===== src/inc/pfr_pkg.sv =====
// Function
// - vendor code is 16-bit read-only at offset zero; all-ones never accepted.
// - board maker code is read-only 16 bits and never all-ones.
// - part code, revision and class return stored constants; writes ignored.
// - board maker and board part codes read only for type 0 endpoints.
// - reconfiguration port overwrites build-time identity and option values, except the class and revision word, which it rejects.
// - endpoint with function reset enabled reports the capability bit set.
// - root port with dll reporting enabled advertises link-active reporting; hot-plug root ports always do.
// - root port with surprise-down enabled advertises, detects and reports it.
// - message count 1 to 16 shows in multiple-message-capable field.
// - extended message capability exists only when enabled; absent otherwise.
// - extended table size is 11-bit read-only entries minus one.
// - table offset word holds bar indicator in low 3 bits.
// - table bar indicator picks bar zero to five from first bar.
// - pending array offset word, low 3 bits masked, gives aligned offset.
// - pending array bar indicator accepts only zero to five.
// - one of four legacy pins or none, routed to application logic.
package pfr_pkg;

  // ****************************************
  // config space offsets
  // ****************************************
  localparam logic [11:0] OFS_IDENT   = 12'h000;
  localparam logic [11:0] OFS_CLASS   = 12'h008;
  localparam logic [11:0] OFS_BOARD   = 12'h02c;
  localparam logic [11:0] OFS_INTPIN  = 12'h03c;
  localparam logic [11:0] OFS_MSI     = 12'h050;
  localparam logic [11:0] OFS_MSIX    = 12'h068;
  localparam logic [11:0] OFS_MSIX_T  = 12'h06c;
  localparam logic [11:0] OFS_MSIX_P  = 12'h070;
  localparam logic [11:0] OFS_DEVCAP  = 12'h084;
  localparam logic [11:0] OFS_LINKCAP = 12'h090;
  localparam logic [11:0] OFS_LINKSTS = 12'h094;
  localparam logic [11:0] OFS_ERRSTS  = 12'h0f0;

  // ****************************************
  // store word indices
  // ****************************************
  localparam logic [2:0] IDX_IDENT = 3'h0;
  localparam logic [2:0] IDX_CLASS = 3'h1;
  localparam logic [2:0] IDX_BOARD = 3'h2;
  localparam logic [2:0] IDX_TBL   = 3'h3;
  localparam logic [2:0] IDX_PBA   = 3'h4;
  localparam logic [2:0] IDX_OPT   = 3'h5;

  // ****************************************
  // field positions and limits
  // ****************************************
  localparam int FLD_MMC      = 17;
  localparam int FLD_MSIX_SZ  = 16;
  localparam int FLD_FLR      = 28;
  localparam int FLD_SDOWN    = 19;
  localparam int FLD_DLL_REP  = 20;
  localparam int FLD_DLL_ACT  = 29;
  localparam int FLD_INTPIN   = 8;
  localparam logic [2:0] BIR_MAX    = 3'h5;
  localparam logic [2:0] MSI_LOG_MAX = 3'h4;
  localparam logic [2:0] INTX_MAX   = 3'h4;
  localparam logic [15:0] ID_ALL_ONES = 16'hffff;

  // ****************************************
  // reset values
  // ****************************************
  // arbitrary identity values
  localparam logic [15:0] RST_VENDOR  = 16'h1a2b;
  localparam logic [15:0] RST_PART    = 16'h3c4d;
  localparam logic [7:0]  RST_REV     = 8'h05;
  localparam logic [23:0] RST_CLASS   = 24'h000000;
  localparam logic [15:0] RST_BVENDOR = 16'h1a2b;
  localparam logic [15:0] RST_BPART   = 16'h5e6f;
  localparam logic [31:0] RST_TBL     = 32'h00000000;
  localparam logic [31:0] RST_PBA     = 32'h00001000;

  // ****************************************
  // carriers
  // ****************************************
  typedef struct packed {
    logic        rd;
    logic        wr;
    logic [11:0] addr;
    logic [31:0] wdata;
  } pfr_cfg_req_s;

  typedef struct packed {
    logic        wr;
    logic [2:0]  idx;
    logic [31:0] data;
  } pfr_reconf_s;

  typedef struct packed {
    logic [4:0]  rsv_hi;
    logic [10:0] msix_size;
    logic [3:0]  rsv_lo;
    logic [2:0]  intx_sel;
    logic [2:0]  msi_log2;
    logic        msix_en;
    logic        sdown_en;
    logic        hotplug;
    logic        dll_en;
    logic        flr_en;
    logic        root;
  } pfr_opt_s;

  localparam pfr_opt_s RST_OPT = '{
    rsv_hi: 5'h00, msix_size: 11'h00f, rsv_lo: 4'h0, intx_sel: 3'h1,
    msi_log2: 3'h0, msix_en: 1'b0, sdown_en: 1'b0, hotplug: 1'b0,
    dll_en: 1'b0, flr_en: 1'b0, root: 1'b0};

endpackage


===== src/design/pfr_func_regs.sv =====
`timescale 1ns/1ps
module pfr_func_regs #(
  parameter logic [31:0] INIT_IDENT = {pfr_pkg::RST_PART, pfr_pkg::RST_VENDOR},
  parameter logic [31:0] INIT_CLASS = {pfr_pkg::RST_CLASS, pfr_pkg::RST_REV},
  parameter logic [31:0] INIT_BOARD = {pfr_pkg::RST_BPART, pfr_pkg::RST_BVENDOR},
  parameter logic [31:0] INIT_TBL   = pfr_pkg::RST_TBL,
  parameter logic [31:0] INIT_PBA   = pfr_pkg::RST_PBA,
  parameter logic [31:0] INIT_OPT   = pfr_pkg::RST_OPT
) (
  // clock and reset
  input  wire logic                  clk_i,
  input  wire logic                  reset_i,
  input  wire logic                  ce_i,
  // configuration access
  input  wire pfr_pkg::pfr_cfg_req_s cfg_i,
  output logic                       cfg_ack_o,
  output logic [31:0]                cfg_rdata_o,
  // reconfiguration
  input  wire pfr_pkg::pfr_reconf_s  reconf_i,
  output logic                       reconf_err_o,
  // link events
  input  wire logic                  dl_up_i,
  input  wire logic                  link_disable_i,
  output logic                       sdown_err_o,
  // legacy interrupt
  input  wire logic                  app_intx_i,
  output logic [3:0]                 intx_o
);

  // ****************************************
  // declarations
  // ****************************************
  pfr_pkg::pfr_opt_s opt_q;
  logic              rd_q;
  logic              ack_q;
  logic [11:0]       addr_q;
  logic [31:0]       sto_rdata;
  logic              sto_we;
  logic              reconf_ok;
  logic              dl_up_q;
  logic              sdown_set;
  logic              sdown_clr;
  logic              sdown_q;
  logic [31:0]       word_d;
  logic [3:0]        intx_d;
  logic              endpoint;
  logic              dll_rep;

  // ****************************************
  // helper functions
  // ****************************************
  function automatic logic [2:0] idx_of(input logic [11:0] a);
    logic [2:0] r;
    r = pfr_pkg::IDX_OPT;
    case (a)
      pfr_pkg::OFS_IDENT:  r = pfr_pkg::IDX_IDENT;
      pfr_pkg::OFS_CLASS:  r = pfr_pkg::IDX_CLASS;
      pfr_pkg::OFS_BOARD:  r = pfr_pkg::IDX_BOARD;
      pfr_pkg::OFS_MSIX_T: r = pfr_pkg::IDX_TBL;
      pfr_pkg::OFS_MSIX_P: r = pfr_pkg::IDX_PBA;
      default:             r = pfr_pkg::IDX_OPT;
    endcase
    return r;
  endfunction

  function automatic logic bir_ok(input logic [31:0] w);
    logic r;
    r = (w[2:0] <= pfr_pkg::BIR_MAX);
    return r;
  endfunction

  function automatic logic id_ok(input logic [31:0] w);
    logic r;
    r = (w[15:0] != pfr_pkg::ID_ALL_ONES);
    return r;
  endfunction

  function automatic logic [31:0] msi_ctl(input logic [2:0] l);
    logic [31:0] r;
    r = '0;
    r[pfr_pkg::FLD_MMC +: 3] = l;
    return r;
  endfunction

  // ****************************************
  // reconfiguration checks
  // ****************************************
  always_comb begin
    reconf_ok = 1'b1;
    case (reconf_i.idx)
      pfr_pkg::IDX_IDENT: reconf_ok = id_ok(reconf_i.data);
      pfr_pkg::IDX_BOARD: reconf_ok = id_ok(reconf_i.data);
      pfr_pkg::IDX_TBL:   reconf_ok = bir_ok(reconf_i.data);
      pfr_pkg::IDX_PBA:   reconf_ok = bir_ok(reconf_i.data);
      pfr_pkg::IDX_OPT: begin
        reconf_ok = (reconf_i.data[8:6] <= pfr_pkg::MSI_LOG_MAX)
                  && (reconf_i.data[11:9] <= pfr_pkg::INTX_MAX);
      end
      default:            reconf_ok = 1'b0;
    endcase
  end

  assign sto_we = reconf_i.wr && reconf_ok
               && reconf_i.idx != pfr_pkg::IDX_OPT;

  // ****************************************
  // identity store
  // ****************************************
  pfr_store #(
    .W    (32),
    .D    (8),
    .AW   (3),
    .INIT ({32'h0, 32'h0, 32'h0, INIT_PBA, INIT_TBL,
            INIT_BOARD, INIT_CLASS, INIT_IDENT})
  ) u_store (
    .clk_i   (clk_i),
    .reset_i (reset_i),
    .ce_i    (ce_i),
    .we_i    (sto_we),
    .waddr_i (reconf_i.idx),
    .wdata_i (reconf_i.data),
    .raddr_i (idx_of(cfg_i.addr)),
    .rdata_o (sto_rdata)
  );

  // ****************************************
  // option register
  // ****************************************
  always_ff @(posedge clk_i) begin
    if (reset_i) begin
      opt_q <= pfr_pkg::pfr_opt_s'(INIT_OPT);
    end else if (ce_i && reconf_i.wr && reconf_ok
                 && reconf_i.idx == pfr_pkg::IDX_OPT) begin
      opt_q <= pfr_pkg::pfr_opt_s'(reconf_i.data);
    end
  end

  always_ff @(posedge clk_i) begin
    if (reset_i) begin
      reconf_err_o <= 1'b0;
    end else if (ce_i) begin
      reconf_err_o <= reconf_i.wr && !reconf_ok;
    end
  end

  assign endpoint = !opt_q.root;
  assign dll_rep  = opt_q.root && (opt_q.dll_en || opt_q.hotplug);

  // ****************************************
  // surprise down detection
  // ****************************************
  always_ff @(posedge clk_i) begin
    if (reset_i) begin
      dl_up_q <= 1'b0;
    end else if (ce_i) begin
      dl_up_q <= dl_up_i;
    end
  end

  assign sdown_set = opt_q.root && opt_q.sdown_en && dl_up_q
                  && !dl_up_i && !link_disable_i;
  assign sdown_clr = cfg_i.wr && cfg_i.addr == pfr_pkg::OFS_ERRSTS
                  && cfg_i.wdata[0];

  always_ff @(posedge clk_i) begin
    if (reset_i) begin
      sdown_q <= 1'b0;
    end else if (ce_i) begin
      if (sdown_set) begin
        sdown_q <= 1'b1;
      end else if (sdown_clr) begin
        sdown_q <= 1'b0;
      end
    end
  end

  always_ff @(posedge clk_i) begin
    if (reset_i) begin
      sdown_err_o <= 1'b0;
    end else if (ce_i) begin
      sdown_err_o <= sdown_q || sdown_set;
    end
  end

  // ****************************************
  // access pipeline
  // ****************************************
  always_ff @(posedge clk_i) begin
    if (reset_i) begin
      rd_q   <= 1'b0;
      ack_q  <= 1'b0;
      addr_q <= '0;
    end else if (ce_i) begin
      rd_q   <= cfg_i.rd;
      ack_q  <= cfg_i.rd || cfg_i.wr;
      addr_q <= cfg_i.addr;
    end
  end

  // ****************************************
  // read word assembly
  // ****************************************
  always_comb begin
    word_d = '0;
    case (addr_q)
      pfr_pkg::OFS_IDENT:   word_d = sto_rdata;
      pfr_pkg::OFS_CLASS:   word_d = sto_rdata;
      pfr_pkg::OFS_BOARD: begin
        word_d = endpoint ? sto_rdata : '0;
      end
      pfr_pkg::OFS_INTPIN: begin
        word_d[pfr_pkg::FLD_INTPIN +: 3] = opt_q.intx_sel;
      end
      pfr_pkg::OFS_MSI:     word_d = msi_ctl(opt_q.msi_log2);
      pfr_pkg::OFS_MSIX: begin
        if (opt_q.msix_en) begin
          word_d[pfr_pkg::FLD_MSIX_SZ +: 11] = opt_q.msix_size;
        end
      end
      pfr_pkg::OFS_MSIX_T: begin
        word_d = opt_q.msix_en ? sto_rdata : '0;
      end
      pfr_pkg::OFS_MSIX_P: begin
        word_d = opt_q.msix_en ? sto_rdata : '0;
      end
      pfr_pkg::OFS_DEVCAP: begin
        word_d[pfr_pkg::FLD_FLR] = endpoint && opt_q.flr_en;
      end
      pfr_pkg::OFS_LINKCAP: begin
        word_d[pfr_pkg::FLD_DLL_REP] = dll_rep;
        word_d[pfr_pkg::FLD_SDOWN] = opt_q.root && opt_q.sdown_en;
      end
      pfr_pkg::OFS_LINKSTS: begin
        word_d[pfr_pkg::FLD_DLL_ACT] = dll_rep && dl_up_q;
      end
      pfr_pkg::OFS_ERRSTS:  word_d[0] = sdown_q;
      default:              word_d = '0;
    endcase
  end

  always_ff @(posedge clk_i) begin
    if (reset_i) begin
      cfg_rdata_o <= '0;
      cfg_ack_o   <= 1'b0;
    end else if (ce_i) begin
      cfg_ack_o   <= ack_q;
      cfg_rdata_o <= rd_q ? word_d : '0;
    end
  end

  // ****************************************
  // legacy interrupt routing
  // ****************************************
  always_comb begin
    intx_d = '0;
    case (opt_q.intx_sel)
      3'h1:    intx_d = {3'h0, app_intx_i};
      3'h2:    intx_d = {2'h0, app_intx_i, 1'b0};
      3'h3:    intx_d = {1'b0, app_intx_i, 2'h0};
      3'h4:    intx_d = {app_intx_i, 3'h0};
      default: intx_d = '0;
    endcase
  end

  always_ff @(posedge clk_i) begin
    if (reset_i) begin
      intx_o <= '0;
    end else if (ce_i) begin
      intx_o <= intx_d;
    end
  end

endmodule


===== src/design/pfr_store.sv =====
`timescale 1ns/1ps
module pfr_store #(
  parameter int              W    = 32,
  parameter int              D    = 8,
  parameter int              AW   = 3,
  parameter logic [D*W-1:0]  INIT = '0
) (
  // clock and reset
  input  wire logic          clk_i,
  input  wire logic          reset_i,
  input  wire logic          ce_i,
  // write port
  input  wire logic          we_i,
  input  wire logic [AW-1:0] waddr_i,
  input  wire logic [W-1:0]  wdata_i,
  // read port
  input  wire logic [AW-1:0] raddr_i,
  output logic      [W-1:0]  rdata_o
);

  logic [W-1:0] mem_q [D];

  // ****************************************
  // word array
  // ****************************************
  for (genvar g = 0; g < D; g++) begin : g_word
    always_ff @(posedge clk_i) begin
      if (reset_i) begin
        mem_q[g] <= INIT[g*W +: W];
      end else if (ce_i && we_i && waddr_i == AW'(g)) begin
        mem_q[g] <= wdata_i;
      end
    end
  end

  // ****************************************
  // registered read
  // ****************************************
  always_ff @(posedge clk_i) begin
    if (reset_i) begin
      rdata_o <= '0;
    end else if (ce_i) begin
      rdata_o <= mem_q[raddr_i];
    end
  end

endmodule


===== config.mk =====
export PLATFORM = sky130hd
export DESIGN_NAME = pfr_func_regs
export DESIGN_NICKNAME = d
export VERILOG_FILES = /design/src/inc/pfr_pkg.sv /design/src/design/pfr_func_regs.sv /design/src/design/pfr_store.sv
export SDC_FILE = /design/constraint.sdc
export NUM_CORES = 1
export LEC_CHECK = 0
export BUFFER_PORTS_ARGS = -buffer_cell sky130_fd_sc_hd__clkbuf_2
export CAP_MARGIN = 20
export CORE_ASPECT_RATIO = 2
export CORE_MARGIN = 10
export CORE_UTILIZATION = 26
export DETAILED_ROUTE_END_ITERATION = 8
export PLACE_DENSITY = 0.47
export SYNTH_ARGS = -nofsm -noshare
export SYNTH_HDL_FRONTEND = slang
export SYNTH_SLANG_ARGS = --single-unit

===== constraint.sdc =====
create_clock -name clk_i -period 4.2 [get_ports clk_i]
set_clock_uncertainty 0.15 [all_clocks]
set_input_delay 0.63 -clock clk_i [delete_from_list [all_inputs] [get_ports clk_i]]
set_output_delay 0.63 -clock clk_i [all_outputs]
set_load 0.01 [all_outputs]

==> flow_summary.json <==
{
  "netlist_instances": 1071,
  "crit_family": "simple AND/OR/NAND/NOR gates",
  "die_y_um": 334.7,
  "cp_max_fo": 18,
  "final_nets": 1307,
  "first_pass_iters": 5,
  "max_stage_delay_ns": 0.87,
  "fin_tns_setup_ns": 0,
  "grt_first_pass_wirelength_um": 59400,
  "synthToLayoutAreaGrowth_pct": 19.45,
  "cp.buffers_inverters": 1,
  "grt_pass1_vias": 9112,
  "worstMarginPinSlew_ns": 1.134,
  "drtIter0Drc": 503,
  "post-route-util": 0.3135,
  "clock-sinks": 302,
  "required_ns": 4.55,
  "drive_gt1_frac": 0.1759,
  "hold_viol_final": 0,
  "setup.worst_path.class": "reg -> reg",
  "slew_violations": 0,
  "clockRootBuffer": "clkbuf_16",
  "rsz0062_at_grt": "no",
  "crit_chain": "or4_1 > nor2_2 > nand2_1 > o21ai_2 > and2_1 > buf_4 > a22o_1",
  "mappedNetlistArea_sq_mm": 0.01288,
  "min_period_ns": 3.176,
  "synth_edf_count": 192,
  "cp.arrival_ns": 3.52,
  "avgSynthCellArea_sq_um": 12.02,
  "maxCapViolations": 0,
  "async_reset_ff_frac": 0,
  "cts_max_level": 1,
  "core_sq_mm": 0.04907,
  "dieArea_sq_mm": 0.05937,
  "finalCritPeriodShare": 0.7561,
  "r2r_cells": 7,
  "num_vias": 8699,
  "cp-start-kind": "flop",
  "outcome": "completed",
  "max_freq_ghz": 0.3149,
  "max_slew_margin": 0.2436,
  "yosysSeqAreaShare": 0.6187,
  "gp_congestion": 0.7761,
  "drt_wl_total_um": 40050,
  "grt_max_degree": 42,
  "cts_buffer_depth": 3,
  "timing.critical_path.from": "addr_q[11]",
  "initial_core_util": 0.2625,
  "ys.flop_type": "edfxtp_1",
  "reg2reg_from": "addr_q[11]",
  "grt_overflow": 0,
  "clkLatencyLatePin_ns": 0.56,
  "gr-usage-all-layers": 0.1332,
  "row_count": 115,
  "viasPerCell": 4.620,
  "cellPowerDensity_mw_per_mm2": 415.7,
  "r2r_slack_ns": 1.02,
  "io_buffers": 95,
  "synthDistinctLibCells": 52,
  "drc": 0,
  "ys_ff_latch": 302,
  "postPlaceCellArea_sq_mm": 0.01447,
  "ctsHoldBuffers": 0,
  "leakage_nw": 5.808,
  "die_x_um": 177.4,
  "cts_resized": 0,
  "antenna_left": 0,
  "stdcell_area_sq_mm": 0.01538,
  "cp-endpoint": "cfg_rdata_o[30]",
  "cts.clk_slew.worst_paths_ns": 0.07,
  "end_kind": "flop",
  "holdCritPathClass": "in -> reg",
  "crit_slowest_cell": "o21ai_2",
  "numCtsBuffers": 26,
  "reg2reg_to": "cfg_rdata_o[30]",
  "dpl.hpwl_um": 25990,
  "finalSetupViolCount": 0,
  "cts_tree": "yes",
  "antenna_found_initial": 8,
  "post-cts-setup-buffers": 0,
  "yosys_warnings": 0,
  "ios": 127,
  "p_total_w": 0.006394,
  "wl_per_cell_um": 21.27,
  "worst-path-stages": 7,
  "ir_drop_mv": 0.2754
}
==> worst min path at each step <==
stage / endpoint / depth (start not counted) / startpoint / slack [ns]
2_1_floorplan: opt_q[1] / 2 / opt_q[1] / 0.28
3_3_place_gp: opt_q[3] / 2 / opt_q[3] / 0.29
3_5_place_dp: opt_q[23] / 2 / opt_q[23] / 0.30
4_1_cts: rd_q / 3 / cfg_i[45] / 0.17
5_1_grt: rd_q / 3 / cfg_i[45] / 0.20
6_report: rd_q / 3 / cfg_i[45] / 0.19
==> tightest hold or removal path, delay by kind of cell <==
family        cells  cell delay [ns]
buf+inv           1             0.09
simple gates      1             0.07
mux               1             0.06
==> cell families (layout without fill, tap and decap cells) <==
logic type | after synthesis | after routing | share of synthesized area
AO/OA/AOI/OAI | 197 | 197 | 0.09843
XOR/XNOR | 1 | 1 | 0.0006803
buffers and inverters | 74 | 180 | 0.02439
flip-flops | 302 | 302 | 0.6187
multiplexers | 144 | 144 | 0.1150
other | 2 | 65 | 0.0005832
AND/OR/NAND/NOR | 351 | 351 | 0.1422
==> synthesized netlist by cell type, types with 2 or more instances <==
cell / n / area (sq um)
edfxtp_1: 192 / 5766
nand2_1: 122 / 457.9
mux2i_1: 112 / 1121
dfxtp_1: 110 / 2202
and2_1: 96 / 600.6
clkbuf_1: 56 / 210.2
o21ai_1: 47 / 235.2
o21ai_0: 38 / 190.2
nor2_1: 37 / 138.9
nand2b_1: 35 / 219.0
o2bb2ai_1: 34 / 297.8
mux2_2: 32 / 360.4
a21oi_1: 31 / 155.2
a22o_1: 17 / 148.9
a22oi_1: 12 / 90.09
buf_2: 8 / 40.04
nand3_1: 8 / 40.04
nor3_1: 8 / 40.04
nand4_1: 7 / 43.79
and3_1: 5 / 31.28
inv_1: 5 / 18.77
nor2b_1: 5 / 31.28
nor4_1: 5 / 31.28
nor3b_1: 4 / 30.03
or3_1: 4 / 25.02
buf_6: 3 / 33.78
o31ai_1: 3 / 22.52
or4_1: 3 / 22.52
a211oi_1: 2 / 15.01
a311oi_1: 2 / 17.52
a32oi_1: 2 / 17.52
and4_1: 2 / 17.52
conb_1: 2 / 7.510
nand4b_1: 2 / 17.52
nor4b_1: 2 / 17.52
o41ai_1: 2 / 17.52
==> placed cells by master, fill, tap and decap left out, types with 3 or more instances in the layout <==
master and count:
nand2b_1 35, and2_1 96, clkbuf_2 94, nor2_1 34, nor3b_1 4, nor4_1 3
clkinv_2 5, or4_1 3, edfxtp_1 192, and3_1 5, clkbuf_8 4, o21ai_1 46
clkbuf_1 5, or3_1 4, nor2_2 3, buf_4 31, a22o_1 17, bufinv_16 4
mux2i_1 112, o2bb2ai_1 34, dfxtp_1 110, clkbuf_16 27, conb_1 64, inv_1 5
nor2b_1 5, a21oi_1 30, nand4_1 7, a22oi_1 12, nand2_1 122, nor3_1 7
mux2_2 32, nand3_1 7, o21ai_0 37
==> registers in the layout (all words and copies together), names as in the netlist <==
| signal | count |
|---|---|
| ack_q | 1 |
| addr_q | 12 |
| cfg_ack_o | 1 |
| cfg_rdata_o | 32 |
| dl_up_q | 1 |
| intx_o | 4 |
| opt_q | 23 |
| rd_q | 1 |
| reconf_err_o | 1 |
| sdown_err_o | 1 |
| sdown_q | 1 |
| u_store.mem_q | 192 |
| u_store.rdata_o | 32 |
==> routing by layer <==
metal  global-route usage  routed length, um  up-vias
li1                     -                  -     4126
met1               0.1472              15490     4305
met2               0.2513              21600      194
met3              0.02173               1963       60
met4              0.03989                925       14
met5                    0                 77        -
==> layout make-up <==
| class | count | area (sq um) |
|---|---|---|
| Clock buffer | 36 | 749.5 |
| Fill cell | 4969 | 33680 |
| Inverter | 5 | 18.77 |
| Antenna cell | 1 | 2.502 |
| Multi-Input combinational cell | 757 | 4932 |
| Sequential cell | 302 | 7968 |
| Tap cell | 643 | 804.5 |
| Timing Repair Buffer | 127 | 743.2 |
| Clock inverter | 12 | 163.9 |
==> where the power goes <==
part	total, W	leakage, nW	switching (W)	internal (W)
clock	0.00260	0.454	0.00111	0.00150
combinational	0.000404	2.59	0.000263	0.000141
sequential	0.00339	2.76	0.0000699	0.00332
total	0.00639	5.81	0.00144	0.00495
==> through the flow <==
step	cells	worst slack (ns)	hold WS, ns
6_report	1883	1.024	0.1878
5_1_grt	1882	0.8879	0.1972
4_1_cts	1882	1.009	0.1686
3_5_place_dp	1834	1.042	0.2975
3_3_place_gp	1834	1.049	0.2939
2_1_floorplan	1133	0.2929	0.2815
Power figures use the tool's default switching activity.
